--- src/csw_defs.vh ---
// constants for the clock source switch and fail monitor
`ifndef CSW_DEFS_VH
`define CSW_DEFS_VH

// ****************************************
// oscillator group codes
// ****************************************
`define CSW_GRP_SECONDARY   3'h0
`define CSW_GRP_FAST_RC     3'h1
`define CSW_GRP_SLOW_RC     3'h2
`define CSW_GRP_PRIMARY     3'h3
`define CSW_GRP_MULTIPLIED  3'h7

// ****************************************
// switch and monitor configuration
// ****************************************
`define CSW_CFG_DISABLE_BIT 1
`define CSW_CFG_SW_MON      2'h0
`define CSW_CFG_SW_ONLY     2'h1

// ****************************************
// primary choice fields
// ****************************************
`define CSW_GAIN_LSB        0
`define CSW_GAIN_MSB        1
`define CSW_GAIN_NONE       2'h0
`define CSW_GAIN_X4         2'h1
`define CSW_GAIN_X8         2'h2
`define CSW_GAIN_X16        2'h3
`define CSW_SRC_LSB         2
`define CSW_SRC_MSB         4
`define CSW_SRC_FAST_RC     3'h1

// ****************************************
// trim
// ****************************************
`define CSW_TRIM_RESET      4'h0
`define CSW_TRIM_SIGN_BIT   3
// one trim code step in tenths of a percent (1.5 %)
`define CSW_TRIM_STEP       8'h0f

// ****************************************
// monitor
// ****************************************
`define CSW_MON_WINDOW      4'h4

`endif

--- src/csw_edge_monitor.v ---
// fail-safe monitor: oscillator edge watchdog timed by the slow rc clock
`timescale 1ns/1ps
`default_nettype none
`include "csw_defs.vh"

module csw_edge_monitor #(
  parameter CNT_W        = 4,
  parameter [3:0] WINDOW = `CSW_MON_WINDOW
) (
  // clock and reset
  input  wire i_clk,
  input  wire i_rst_n,
  // control
  input  wire i_enable,
  // synchronised levels
  input  wire i_osc_level,
  input  wire i_tick_level,
  // result
  output reg  o_fail
);

  // ****************************************
  // edge detection on synchronised levels
  // ****************************************
  reg             osc_prev;
  reg             tick_prev;
  reg [CNT_W-1:0] ticks;
  wire            osc_edge;
  wire            tick_edge;

  assign osc_edge  = i_osc_level != osc_prev;
  assign tick_edge = i_tick_level & ~tick_prev;

  // ****************************************
  // window count
  // ****************************************
  // any oscillator edge restarts the window; a window full of slow ticks
  // without one is a failure
  always @(posedge i_clk) begin
    if (!i_rst_n) begin
      osc_prev  <= 1'b0;
      tick_prev <= 1'b0;
      ticks     <= {CNT_W{1'b0}};
      o_fail    <= 1'b0;
    end else begin
      osc_prev  <= i_osc_level;
      tick_prev <= i_tick_level;
      o_fail    <= 1'b0;
      if (!i_enable || osc_edge) begin
        ticks <= {CNT_W{1'b0}};
      end else if (tick_edge) begin
        if (ticks == WINDOW[CNT_W-1:0] - 1'b1) begin
          ticks  <= {CNT_W{1'b0}};
          o_fail <= 1'b1;
        end else begin
          ticks <= ticks + 1'b1;
        end
      end
    end
  end

endmodule

`default_nettype wire

--- src/csw_clock_ctrl.v ---
// clock source switch, multiplier control, rc trim and fail-safe monitor
`timescale 1ns/1ps
`default_nettype none
`include "csw_defs.vh"
module csw_clock_ctrl #(
  parameter SYNC_N = 5
) (
  // clock and reset
  input  wire       i_clk,
  input  wire       i_rst_n,
  // configuration bits
  input  wire [2:0] i_reset_group_cfg,
  input  wire [4:0] i_primary_choice_cfg,
  input  wire [1:0] i_switch_monitor_cfg,
  input  wire       i_watchdog_cfg_enable,
  // software control
  input  wire       i_requested_group_wr,
  input  wire [2:0] i_requested_group_data,
  input  wire       i_switch_request_wr,
  input  wire       i_switch_request_data,
  input  wire       i_clock_fail_clr,
  input  wire       i_rc_trim_wr,
  input  wire [3:0] i_rc_trim_data,
  input  wire       i_soft_watchdog_enable,
  // power state
  input  wire       i_sleep,
  input  wire       i_wake,
  // asynchronous oscillator side inputs
  input  wire       i_pll_lock_raw,
  input  wire       i_osc_activity,
  input  wire       i_slow_rc_level,
  input  wire       i_powerup_timer_done,
  input  wire       i_new_osc_ready,
  // status and control outputs
  output reg  [2:0] o_current_group,
  output reg  [2:0] o_requested_group,
  output reg        o_switch_request,
  output reg        o_clock_fail_flag,
  output reg        o_clock_fail_trap,
  output reg        o_lock_status,
  output reg  [3:0] o_rc_trim,
  output reg  [7:0] o_rc_trim_offset,
  output reg  [1:0] o_pll_gain,
  output reg        o_pll_enable,
  output reg        o_pll_src_fast_rc,
  output reg        o_fast_rc_enable,
  output reg        o_slow_rc_enable,
  output reg  [2:0] o_new_group_start,
  output reg        o_new_group_start_en,
  output reg        o_switch_busy
);

  // ****************************************
  // input synchronisers
  // ****************************************
  wire [SYNC_N-1:0] async_in;
  wire [SYNC_N-1:0] sync_out;

  assign async_in = {i_new_osc_ready, i_powerup_timer_done, i_slow_rc_level,
                     i_osc_activity, i_pll_lock_raw};

  genvar g;
  generate
    for (g = 0; g < SYNC_N; g = g + 1) begin : g_sync
      reg ff1;
      reg ff2;
      always @(posedge i_clk) begin
        if (!i_rst_n) begin
          ff1 <= 1'b0;
          ff2 <= 1'b0;
        end else begin
          ff1 <= async_in[g];
          ff2 <= ff1;
        end
      end
      assign sync_out[g] = ff2;
    end
  endgenerate

  wire pll_lock;
  wire osc_level;
  wire tick_level;
  wire powerup_timer_done;
  wire new_ready;

  assign pll_lock   = sync_out[0];
  assign osc_level  = sync_out[1];
  assign tick_level = sync_out[2];
  assign powerup_timer_done  = sync_out[3];
  assign new_ready  = sync_out[4];

  // ****************************************
  // configuration decode
  // ****************************************
  wire switch_en;
  wire monitor_en;
  wire req_rise;
  wire req_fall;
  reg  powerup_timer_prev;
  reg  start_pending;
  wire powerup_timer_rise;
  wire mon_fail;
  wire late_start;
  wire fail_event;
  wire redundant;

  assign switch_en  = ~i_switch_monitor_cfg[`CSW_CFG_DISABLE_BIT];
  assign monitor_en = (i_switch_monitor_cfg == `CSW_CFG_SW_MON);
  assign req_rise   = i_switch_request_wr & i_switch_request_data &
                      ~o_switch_request;
  assign req_fall   = i_switch_request_wr & ~i_switch_request_data;
  assign powerup_timer_rise  = powerup_timer_done & ~powerup_timer_prev;
  assign late_start = monitor_en & powerup_timer_rise & start_pending;
  assign fail_event = monitor_en & ~i_sleep & (mon_fail | late_start);
  assign redundant  = (o_requested_group == o_current_group);

  // ****************************************
  // fail-safe monitor
  // ****************************************
  csw_edge_monitor #(
    .CNT_W  (4),
    .WINDOW (`CSW_MON_WINDOW)
  ) u_monitor (
    .i_clk        (i_clk),
    .i_rst_n      (i_rst_n),
    .i_enable     (monitor_en & ~i_sleep & ~start_pending),
    .i_osc_level  (osc_level),
    .i_tick_level (tick_level),
    .o_fail       (mon_fail)
  );

  // ****************************************
  // start-up tracking after reset or wake
  // ****************************************
  // the selected oscillator counts as started once the ready input is high;
  // if the powerup timer rises first or in the same cycle, the monitor calls it a failure
  always @(posedge i_clk) begin
    if (!i_rst_n) begin
      powerup_timer_prev     <= 1'b0;
      start_pending <= 1'b1;
    end else begin
      powerup_timer_prev <= powerup_timer_done;
      if (i_wake) begin
        start_pending <= 1'b1;
      end else if (new_ready || powerup_timer_rise) begin
        start_pending <= 1'b0;
      end
    end
  end

  // ****************************************
  // switch sequencer
  // ****************************************
  localparam [1:0] ST_IDLE  = 2'h0;
  localparam [1:0] ST_START = 2'h1;
  localparam [1:0] ST_DONE  = 2'h2;

  reg [1:0] state;
  reg [1:0] next_state;
  reg       cfg_loaded;

  always @* begin
    next_state = state;
    case (state)
      ST_IDLE: begin
        if (switch_en && req_rise && !fail_event) begin
          next_state = ST_START;
        end
      end
      ST_START: begin
        if (fail_event || req_fall) begin
          next_state = ST_IDLE;
        end else if (redundant || new_ready) begin
          next_state = ST_DONE;
        end
      end
      ST_DONE: begin
        next_state = ST_IDLE;
      end
      default: begin
        next_state = ST_IDLE;
      end
    endcase
  end

  always @(posedge i_clk) begin
    if (!i_rst_n) begin
      state <= ST_IDLE;
    end else begin
      state <= next_state;
    end
  end

  // ****************************************
  // group fields, request and fail flag
  // ****************************************
  // reset cannot sample the configuration pins, so the first clocked
  // cycle after release loads both group fields from them
  always @(posedge i_clk) begin
    if (!i_rst_n) begin
      cfg_loaded        <= 1'b0;
      o_current_group   <= `CSW_GRP_SECONDARY;
      o_requested_group <= `CSW_GRP_SECONDARY;
      o_switch_request  <= 1'b0;
      o_clock_fail_flag <= 1'b0;
      o_clock_fail_trap <= 1'b0;
    end else begin
      o_clock_fail_trap <= 1'b0;
      if (!cfg_loaded) begin
        cfg_loaded        <= 1'b1;
        o_current_group   <= i_reset_group_cfg;
        o_requested_group <= i_reset_group_cfg;
      end else if (fail_event) begin
        o_current_group   <= `CSW_GRP_FAST_RC;
        o_switch_request  <= 1'b0;
        o_clock_fail_flag <= 1'b1;
        o_clock_fail_trap <= 1'b1;
      end else begin
        if (!switch_en) begin
          o_current_group <= i_reset_group_cfg;
        end else if (state == ST_DONE) begin
          o_current_group  <= o_requested_group;
          o_switch_request <= 1'b0;
        end
        if (i_requested_group_wr) begin
          o_requested_group <= i_requested_group_data;
        end
        if (i_switch_request_wr && state != ST_DONE) begin
          o_switch_request <= i_switch_request_data & switch_en;
        end
        if (req_rise && switch_en) begin
          o_clock_fail_flag <= 1'b0;
        end else if (i_clock_fail_clr) begin
          o_clock_fail_flag <= 1'b0;
        end
      end
    end
  end

  // ****************************************
  // multiplier control and lock status
  // ****************************************
  wire [1:0] gain_sel;
  wire       pll_sel;

  assign gain_sel = i_primary_choice_cfg[`CSW_GAIN_MSB:`CSW_GAIN_LSB];
  assign pll_sel  = (o_current_group == `CSW_GRP_MULTIPLIED);

  always @(posedge i_clk) begin
    if (!i_rst_n) begin
      o_pll_gain        <= `CSW_GAIN_NONE;
      o_pll_enable      <= 1'b0;
      o_pll_src_fast_rc <= 1'b0;
      o_lock_status     <= 1'b0;
    end else begin
      o_pll_gain        <= gain_sel;
      o_pll_enable      <= pll_sel && gain_sel != `CSW_GAIN_NONE;
      o_pll_src_fast_rc <= pll_sel && i_primary_choice_cfg[`CSW_SRC_MSB:`CSW_SRC_LSB]
                           == `CSW_SRC_FAST_RC;
      // lock reads zero when the multiplier is not the system clock
      if (req_rise && switch_en) begin
        o_lock_status <= 1'b0;
      end else begin
        o_lock_status <= pll_lock & o_pll_enable;
      end
    end
  end

  // ****************************************
  // fast rc trim
  // ****************************************
  // the limit on trimming with x16 is left to software; hardware applies
  // whatever code is written
  always @(posedge i_clk) begin
    if (!i_rst_n) begin
      o_rc_trim        <= `CSW_TRIM_RESET;
      o_rc_trim_offset <= 8'h00;
    end else begin
      if (i_rc_trim_wr) begin
        o_rc_trim <= i_rc_trim_data;
      end
      o_rc_trim_offset <= {{4{o_rc_trim[`CSW_TRIM_SIGN_BIT]}}, o_rc_trim} *
                          `CSW_TRIM_STEP;
    end
  end

  // ****************************************
  // oscillator enables
  // ****************************************
  wire grp_fast;
  wire grp_slow;
  wire start_fast;
  wire start_slow;
  wire wdt_on;

  assign grp_fast   = (o_current_group == `CSW_GRP_FAST_RC) |
                      (o_pll_src_fast_rc & pll_sel);
  assign grp_slow   = (o_current_group == `CSW_GRP_SLOW_RC);
  assign start_fast = o_new_group_start_en &
                      (o_new_group_start == `CSW_GRP_FAST_RC);
  assign start_slow = o_new_group_start_en &
                      (o_new_group_start == `CSW_GRP_SLOW_RC);
  assign wdt_on     = i_watchdog_cfg_enable | i_soft_watchdog_enable;

  always @(posedge i_clk) begin
    if (!i_rst_n) begin
      o_fast_rc_enable <= 1'b0;
      o_slow_rc_enable <= 1'b1;
    end else begin
      o_fast_rc_enable <= grp_fast | start_fast | fail_event;
      if (!powerup_timer_done) begin
        o_slow_rc_enable <= 1'b1;
      end else begin
        o_slow_rc_enable <= (monitor_en & ~i_sleep) | wdt_on | grp_slow |
                            start_slow;
      end
    end
  end

  // ****************************************
  // new group start request
  // ****************************************
  // only whole groups are started; the choice inside the primary group
  // always comes from the configuration pins
  always @(posedge i_clk) begin
    if (!i_rst_n) begin
      o_new_group_start    <= `CSW_GRP_SECONDARY;
      o_new_group_start_en <= 1'b0;
      o_switch_busy        <= 1'b0;
    end else begin
      o_new_group_start    <= o_requested_group;
      o_new_group_start_en <= (next_state == ST_START);
      o_switch_busy        <= (next_state != ST_IDLE);
    end
  end

endmodule

`default_nettype wire

--- config.mk ---
export PLATFORM = sky130hd
export DESIGN_NAME = csw_clock_ctrl
export DESIGN_NICKNAME = d
export VERILOG_FILES = /design/src/csw_edge_monitor.v /design/src/csw_clock_ctrl.v
export VERILOG_INCLUDE_DIRS = /design/src
export SDC_FILE = /design/constraint.sdc
export NUM_CORES = 1
export LEC_CHECK = 0
export ABC_AREA = 1
export BUFFER_PORTS_ARGS = -buffer_cell sky130_fd_sc_hd__buf_2
export CORE_ASPECT_RATIO = 1.5
export CORE_MARGIN = 4
export CORE_UTILIZATION = 40
export DETAILED_ROUTE_END_ITERATION = 10
export PLACE_DENSITY_LB_ADDON = 0.08
export SETUP_SLACK_MARGIN = 0.1
export SLEW_MARGIN = 30
export SYNTH_ARGS = -nofsm -noshare
export SYNTH_HDL_FRONTEND = slang
export SYNTH_HIERARCHICAL = 1
export SYNTH_SLANG_ARGS = --single-unit
--- constraint.sdc ---
create_clock -name i_clk -period 3.03 [get_ports i_clk]
set_input_delay 0.303 -clock i_clk [delete_from_list [all_inputs] [get_ports i_clk]]
set_output_delay 0.303 -clock i_clk [all_outputs]
set_load 0.05 [all_outputs]
---- After elaboration in Yosys (flattened, before gate mapping) ----
Index checks and enable logic that the tools add are counted.
operators by class
  bitwise operators ....................... 32
  $add $sub $neg .......................... 1
  reductions and logical operators ........ 26
  multipliers ............................. 1
  muxes and demuxes ....................... 22
  eq/ne operators ......................... 17
operator list
  kind                   count
  $mux W3                7
  $and A1 B1 Y1          15
  $mux W1                10
  $eq A3 B1 Y1 const B   3
  $not A1 Y1             9
  $mul A4 B5 Y8 const B  1
  $or A1 B1 Y1           8
  $reduce_and A2 Y1      4
  $eq A3 B2 Y1 const B   2
  $mux W2                3
  $ne A2 B2 Y1 const B   3
  $reduce_bool A3 Y1     2
  $reduce_or A2 Y1       3
  $logic_and A1 B1 Y1    5
  $add A4 B1 Y4 const B  1
  $eq A2 B1 Y1 const B   2
  $eq A4 B2 Y1 const B   1
  $logic_not A2 Y1       2
  $logic_or A1 B1 Y1     4
  $mux W4                1
  $ne A4 B3 Y1 const B   1
  $pmux W2 S2            1
  $reduce_bool A2 Y1     2
  $eq A3 B3 Y1           1
  7 further kinds        8
storage, ports and cells
  register bits after elaboration ......... 55
  input port bits ......................... 33
  output and inout port bits .............. 33
  logic and storage cells ................. 133

---- Logic depth before layout (Yosys ltp) ----
  depth after elaboration ................. 11
  mapped depth ............................ 14
  mapped depth without buffers ............ 14

---- By module ----
Netlist, hierarchy kept.
by module, submodules not included
  module            area each (µm²)  seq. area each (µm²)  cells an instance  times used
  csw_clock_ctrl    2058.2           960.9                 254                1
  csw_edge_monitor  315.3            140.1                 46                 1

---- Worst setup path before layout ----
OpenSTA, ideal clock, no wires.
  kind .................................... register to register
  from .................................... register o_rc_trim[1]
  to ...................................... register o_rc_trim_offset[7]
  slack ................................... 0.092 ns
  clock period less this slack ............ 2.938 ns
  required time ........................... 2.911 ns
  setup time .............................. 0.119 ns
  data arrival time ....................... 2.818 ns
  cell stages (with the launch flop) ...... 15
  buffers on the path ..................... 0
  cell sequence ........................... dfxtp_1 -> inv_1 -> ha_1 -> inv_1 -> ha_1 -> fa_1 -> ha_1 -> inv_1 -> fa_1 -> nor2_1 -> inv_1 -> nand3_1 -> nand2_1 -> o21ai_0 -> a21oi_1
between the ends
  longest elaborated chain between the ends .. 1
RTL lines
  what                            RTL line              text
  start: declaration              csw_clock_ctrl.v:41   output reg [3:0] o_rc_trim,
  start signal: assignment        csw_clock_ctrl.v:276  o_rc_trim <= `CSW_TRIM_RESET;
  start signal: assignment        csw_clock_ctrl.v:280  o_rc_trim <= i_rc_trim_data;
  $mul A4 B5 Y8 (no source line)  n/a
  end signal: assignment          csw_clock_ctrl.v:282  o_rc_trim_offset <= {{4{o_rc_trim[`CSW_TRIM_SIGN_BIT]}}, o_rc_trim} *
  end: declaration                csw_clock_ctrl.v:42   output reg [7:0] o_rc_trim_offset,
No other way between the ends.
A chain may end at the register's enable or synchronous reset.

---- Worst setup path after layout ----
  from .................................... register o_rc_trim[2]
  to ...................................... register o_rc_trim_offset[7]
Same word-level chain as after synthesis.

==> metrics <==
initial antenna violation count=0; global route overflow=0; worst endpoint required time=between 3 and 4 ns; crit-path max cell delay=0.51 ns; CTS HTree Levels=2; Crit Path Class=register to register; Post-CTS Resized=0; core area=roughly 0.0058 mm2; routability-driven placement congestion ratio=0.766; area growth from synthesis to layout=20.1%; post-route ant nets=0; Max Clock Skew=~0.0063 ns; cell mode on critical path=inv_1; total global-route track usage=between 10 and 15%; Slew Limit Fails=0; worst slew pin tran=about 0.54 ns; Hold Violations, Final=0; CP Max Fanout=4; Num CTS Buffers=5; number of synthesized flops with an enable pin=0; CTS Hold Buffers Added=0; CP Capture Type=register; Post-CTS Repair Setup Buffers=0; TritonCTS clock tree=done; r2r startpoint=o_rc_trim[2]; WP buf/inv=4; DR vias=1981; Layout fillers=611; Crit-path slowest cell=fa_1; Seq cells post-synth=55; crit-path leading delay family=adder cells; layout cell share with drive strength beyond 1=roughly a quarter; Die Y=102 um; Max Fclk=376 MHz; CP startpoint=o_rc_trim[2]; WL final=roughly 5000 um; power per cell area=roughly 510 mW/mm2; Post-route DRC=0; Cells after Synth=300; yosys warns=6; n_diodes=0; setup TNS=0 ns; asr flop ratio synth=0%; DIE WIDTH=between 70 and 80 um; Via density=4.51; Crit path arrival time=about 2.9 ns; Core Rows=34; count of cell types in the netlist=32; layout net count=roughly 410; routed length per placed instance=about 11 um; CTS Root Cell=clkbuf_8; Hold Path Class=primary input to register; # IOs=66; max-cap violations=0; Worst-Skew Late Latency=approximately 0.30 ns; unrepaired setup endpoints after global routing=false; Buffers on Ports=65; Synth Flop Type=dfxtp_1; Leak=around 1.6 nW; # setup viols final=0; relative slew slack=between 60 and 70%; hold path start=i_primary_choice_cfg[4]; minimum clock period=around 2.7 ns; syn_nets=roughly 350; CTS clk-pin slew, worst paths=roughly 0.090 ns; CTS Buffer Depth=2; Num Clock Sinks=55; starting density of the core=roughly 40%; VDD IR max=0.000285 V; cell area after layout=0.00285 mm2; full die area=~0.0073 mm2; Initial DRC Count=83; crit path cell chain=inv_1 -> ha_1 -> inv_1 -> ha_1 -> fa_1 -> ha_1 -> inv_1 -> fa_1 -> nor2_1 -> inv_1 -> nand3_1 -> nand2_1 -> o21ai_0 -> a21oi_1; syn_area_per_cell=7.91 um2; DP HPWL=~4000 um; pin count of the biggest net entering global routing=28; global-route wire length before repair=8280 um; final worst path period share=between 80% and 90%; Post-DP Area=approximately 0.0028 mm2; DRT Pass-1 Iters=4; status=completed; vias in the first global route=1839; CP startpoint kind=register; Seq/Total Area, Yosys=a little under half; Netlist Area Pre-Place=around 0.0024 mm2
worst reg2reg max path: stages, from the launching register on:
cell and delay [ns]:
dfxtp_1 0.38, inv_1 0.08, ha_1 0.18, inv_1 0.08
ha_1 0.25, fa_1 0.51, ha_1 0.16, inv_1 0.05
fa_1 0.38, nor2_1 0.11, inv_1 0.06, nand3_1 0.06
nand2_1 0.06, o21ai_0 0.14, a21oi_1 0.05
where the power goes:
group | total [mW] | switching [mW] | internal (mW)
logic | 0.274 | 0.191 | 0.0830
clock network | 0.394 | 0.214 | 0.180
registers | 0.784 | 0.0251 | 0.759
total | 1.45 | 0.431 | 1.02
final timing paths:
check                           slack, ns             endpoint  cells after the start
worst max register to register       0.37  o_rc_trim_offset[7]                     14
worst min register to register       0.42        g_sync[4].ff2                      2
worst max-delay path                 0.37  o_rc_trim_offset[7]                     14
worst min-delay path                 0.16    o_pll_src_fast_rc                      2
routing by layer:
layer	GRT usage, %	vias to the layer above	routed length (um)	part of all wire, %
met5	0	-	0	0
met1	16.4	877	2130	43
met2	26.2	44	2560	51
li1	-	1055	-	-
met4	5.21	0	65	1.3
met3	2.95	5	233	4.7
cell usage after synthesis, drive strengths merged (2+ instances only):
| cell type | n | area (um2) |
|---|---|---|
| a21oi | 11 | 55.1 |
| buf | 6 | 35.0 |
| dfxtp | 55 | 1100 |
| fa | 2 | 40.0 |
| ha | 12 | 150 |
| inv | 59 | 221 |
| mux2i | 2 | 20.0 |
| nand2 | 68 | 288 |
| nand3 | 17 | 90.1 |
| nand4 | 3 | 18.8 |
| nor2 | 34 | 133 |
| nor3 | 5 | 47.5 |
| nor4 | 2 | 18.8 |
| o21ai | 13 | 65.1 |
| xnor2 | 3 | 26.3 |
cells by family (layout without fill, tap and decap cells):
family	Yosys count	in the layout	share of synthesized area, %
mux	2	2	0.843
flops	55	55	46.4
compound gates	31	31	7.38
fa+ha+maj	14	14	8.01
buf+inv	65	132	10.8
xor+xnor	4	4	1.48
simple gates	129	129	25.1
metrics by stage:
stage | power (mW) | hold slack [ns] | instances | utilization (%) | setup slack [ns]
detailed placement | 1.08 | 0.400 | 432 | 47.8 | 0.355
finish | 1.45 | 0.161 | 439 | 49.3 | 0.367
floorplan | 1.00 | 0.331 | 300 | - | 0.152
global placement | 1.08 | 0.397 | 432 | 47.8 | 0.431
global route | 1.54 | 0.152 | 439 | 49.3 | 0.144
CTS | 1.49 | 0.145 | 439 | 49.3 | 0.330
registers in the layout (all words and copies together) (netlist names), 2 cells and up:
signal / count
g_sync.ff1: 5
g_sync.ff2: 5
o_new_group_start: 3
state: 2
u_monitor/ticks: 4
o_requested_group: 3
o_current_group: 3
o_rc_trim_offset: 8
o_pll_gain: 2
o_rc_trim: 4
cell usage in the layout, fill, tap and decap left out, types with 2 or more instances in the layout:
| cell type | instances |
|---|---|
| a21oi_1 | 11 |
| nand3_1 | 16 |
| nor2_2 | 2 |
| buf_2 | 65 |
| nand2_4 | 3 |
| nand2_2 | 4 |
| o21ai_0 | 13 |
| nor3_4 | 2 |
| mux2i_1 | 2 |
| clkbuf_8 | 6 |
| nor2_1 | 32 |
| ha_1 | 12 |
| nand2_1 | 61 |
| inv_1 | 58 |
| nor3_1 | 3 |
| xnor2_1 | 3 |
| nand4_1 | 3 |
| fa_1 | 2 |
| dfxtp_1 | 54 |
area by class of cell:
cell class	count	area, um2	share of cell area, %
tap	72	90.1	3.16
inverter	59	221	7.77
multi-input combinational	180	1020	35.6
timing repair buffer	66	333	11.7
clock buffer	6	82.6	2.90
clock inverter	1	5.00	0.176
sequential	55	1100	38.7
(Power assumes the default switching activity.)
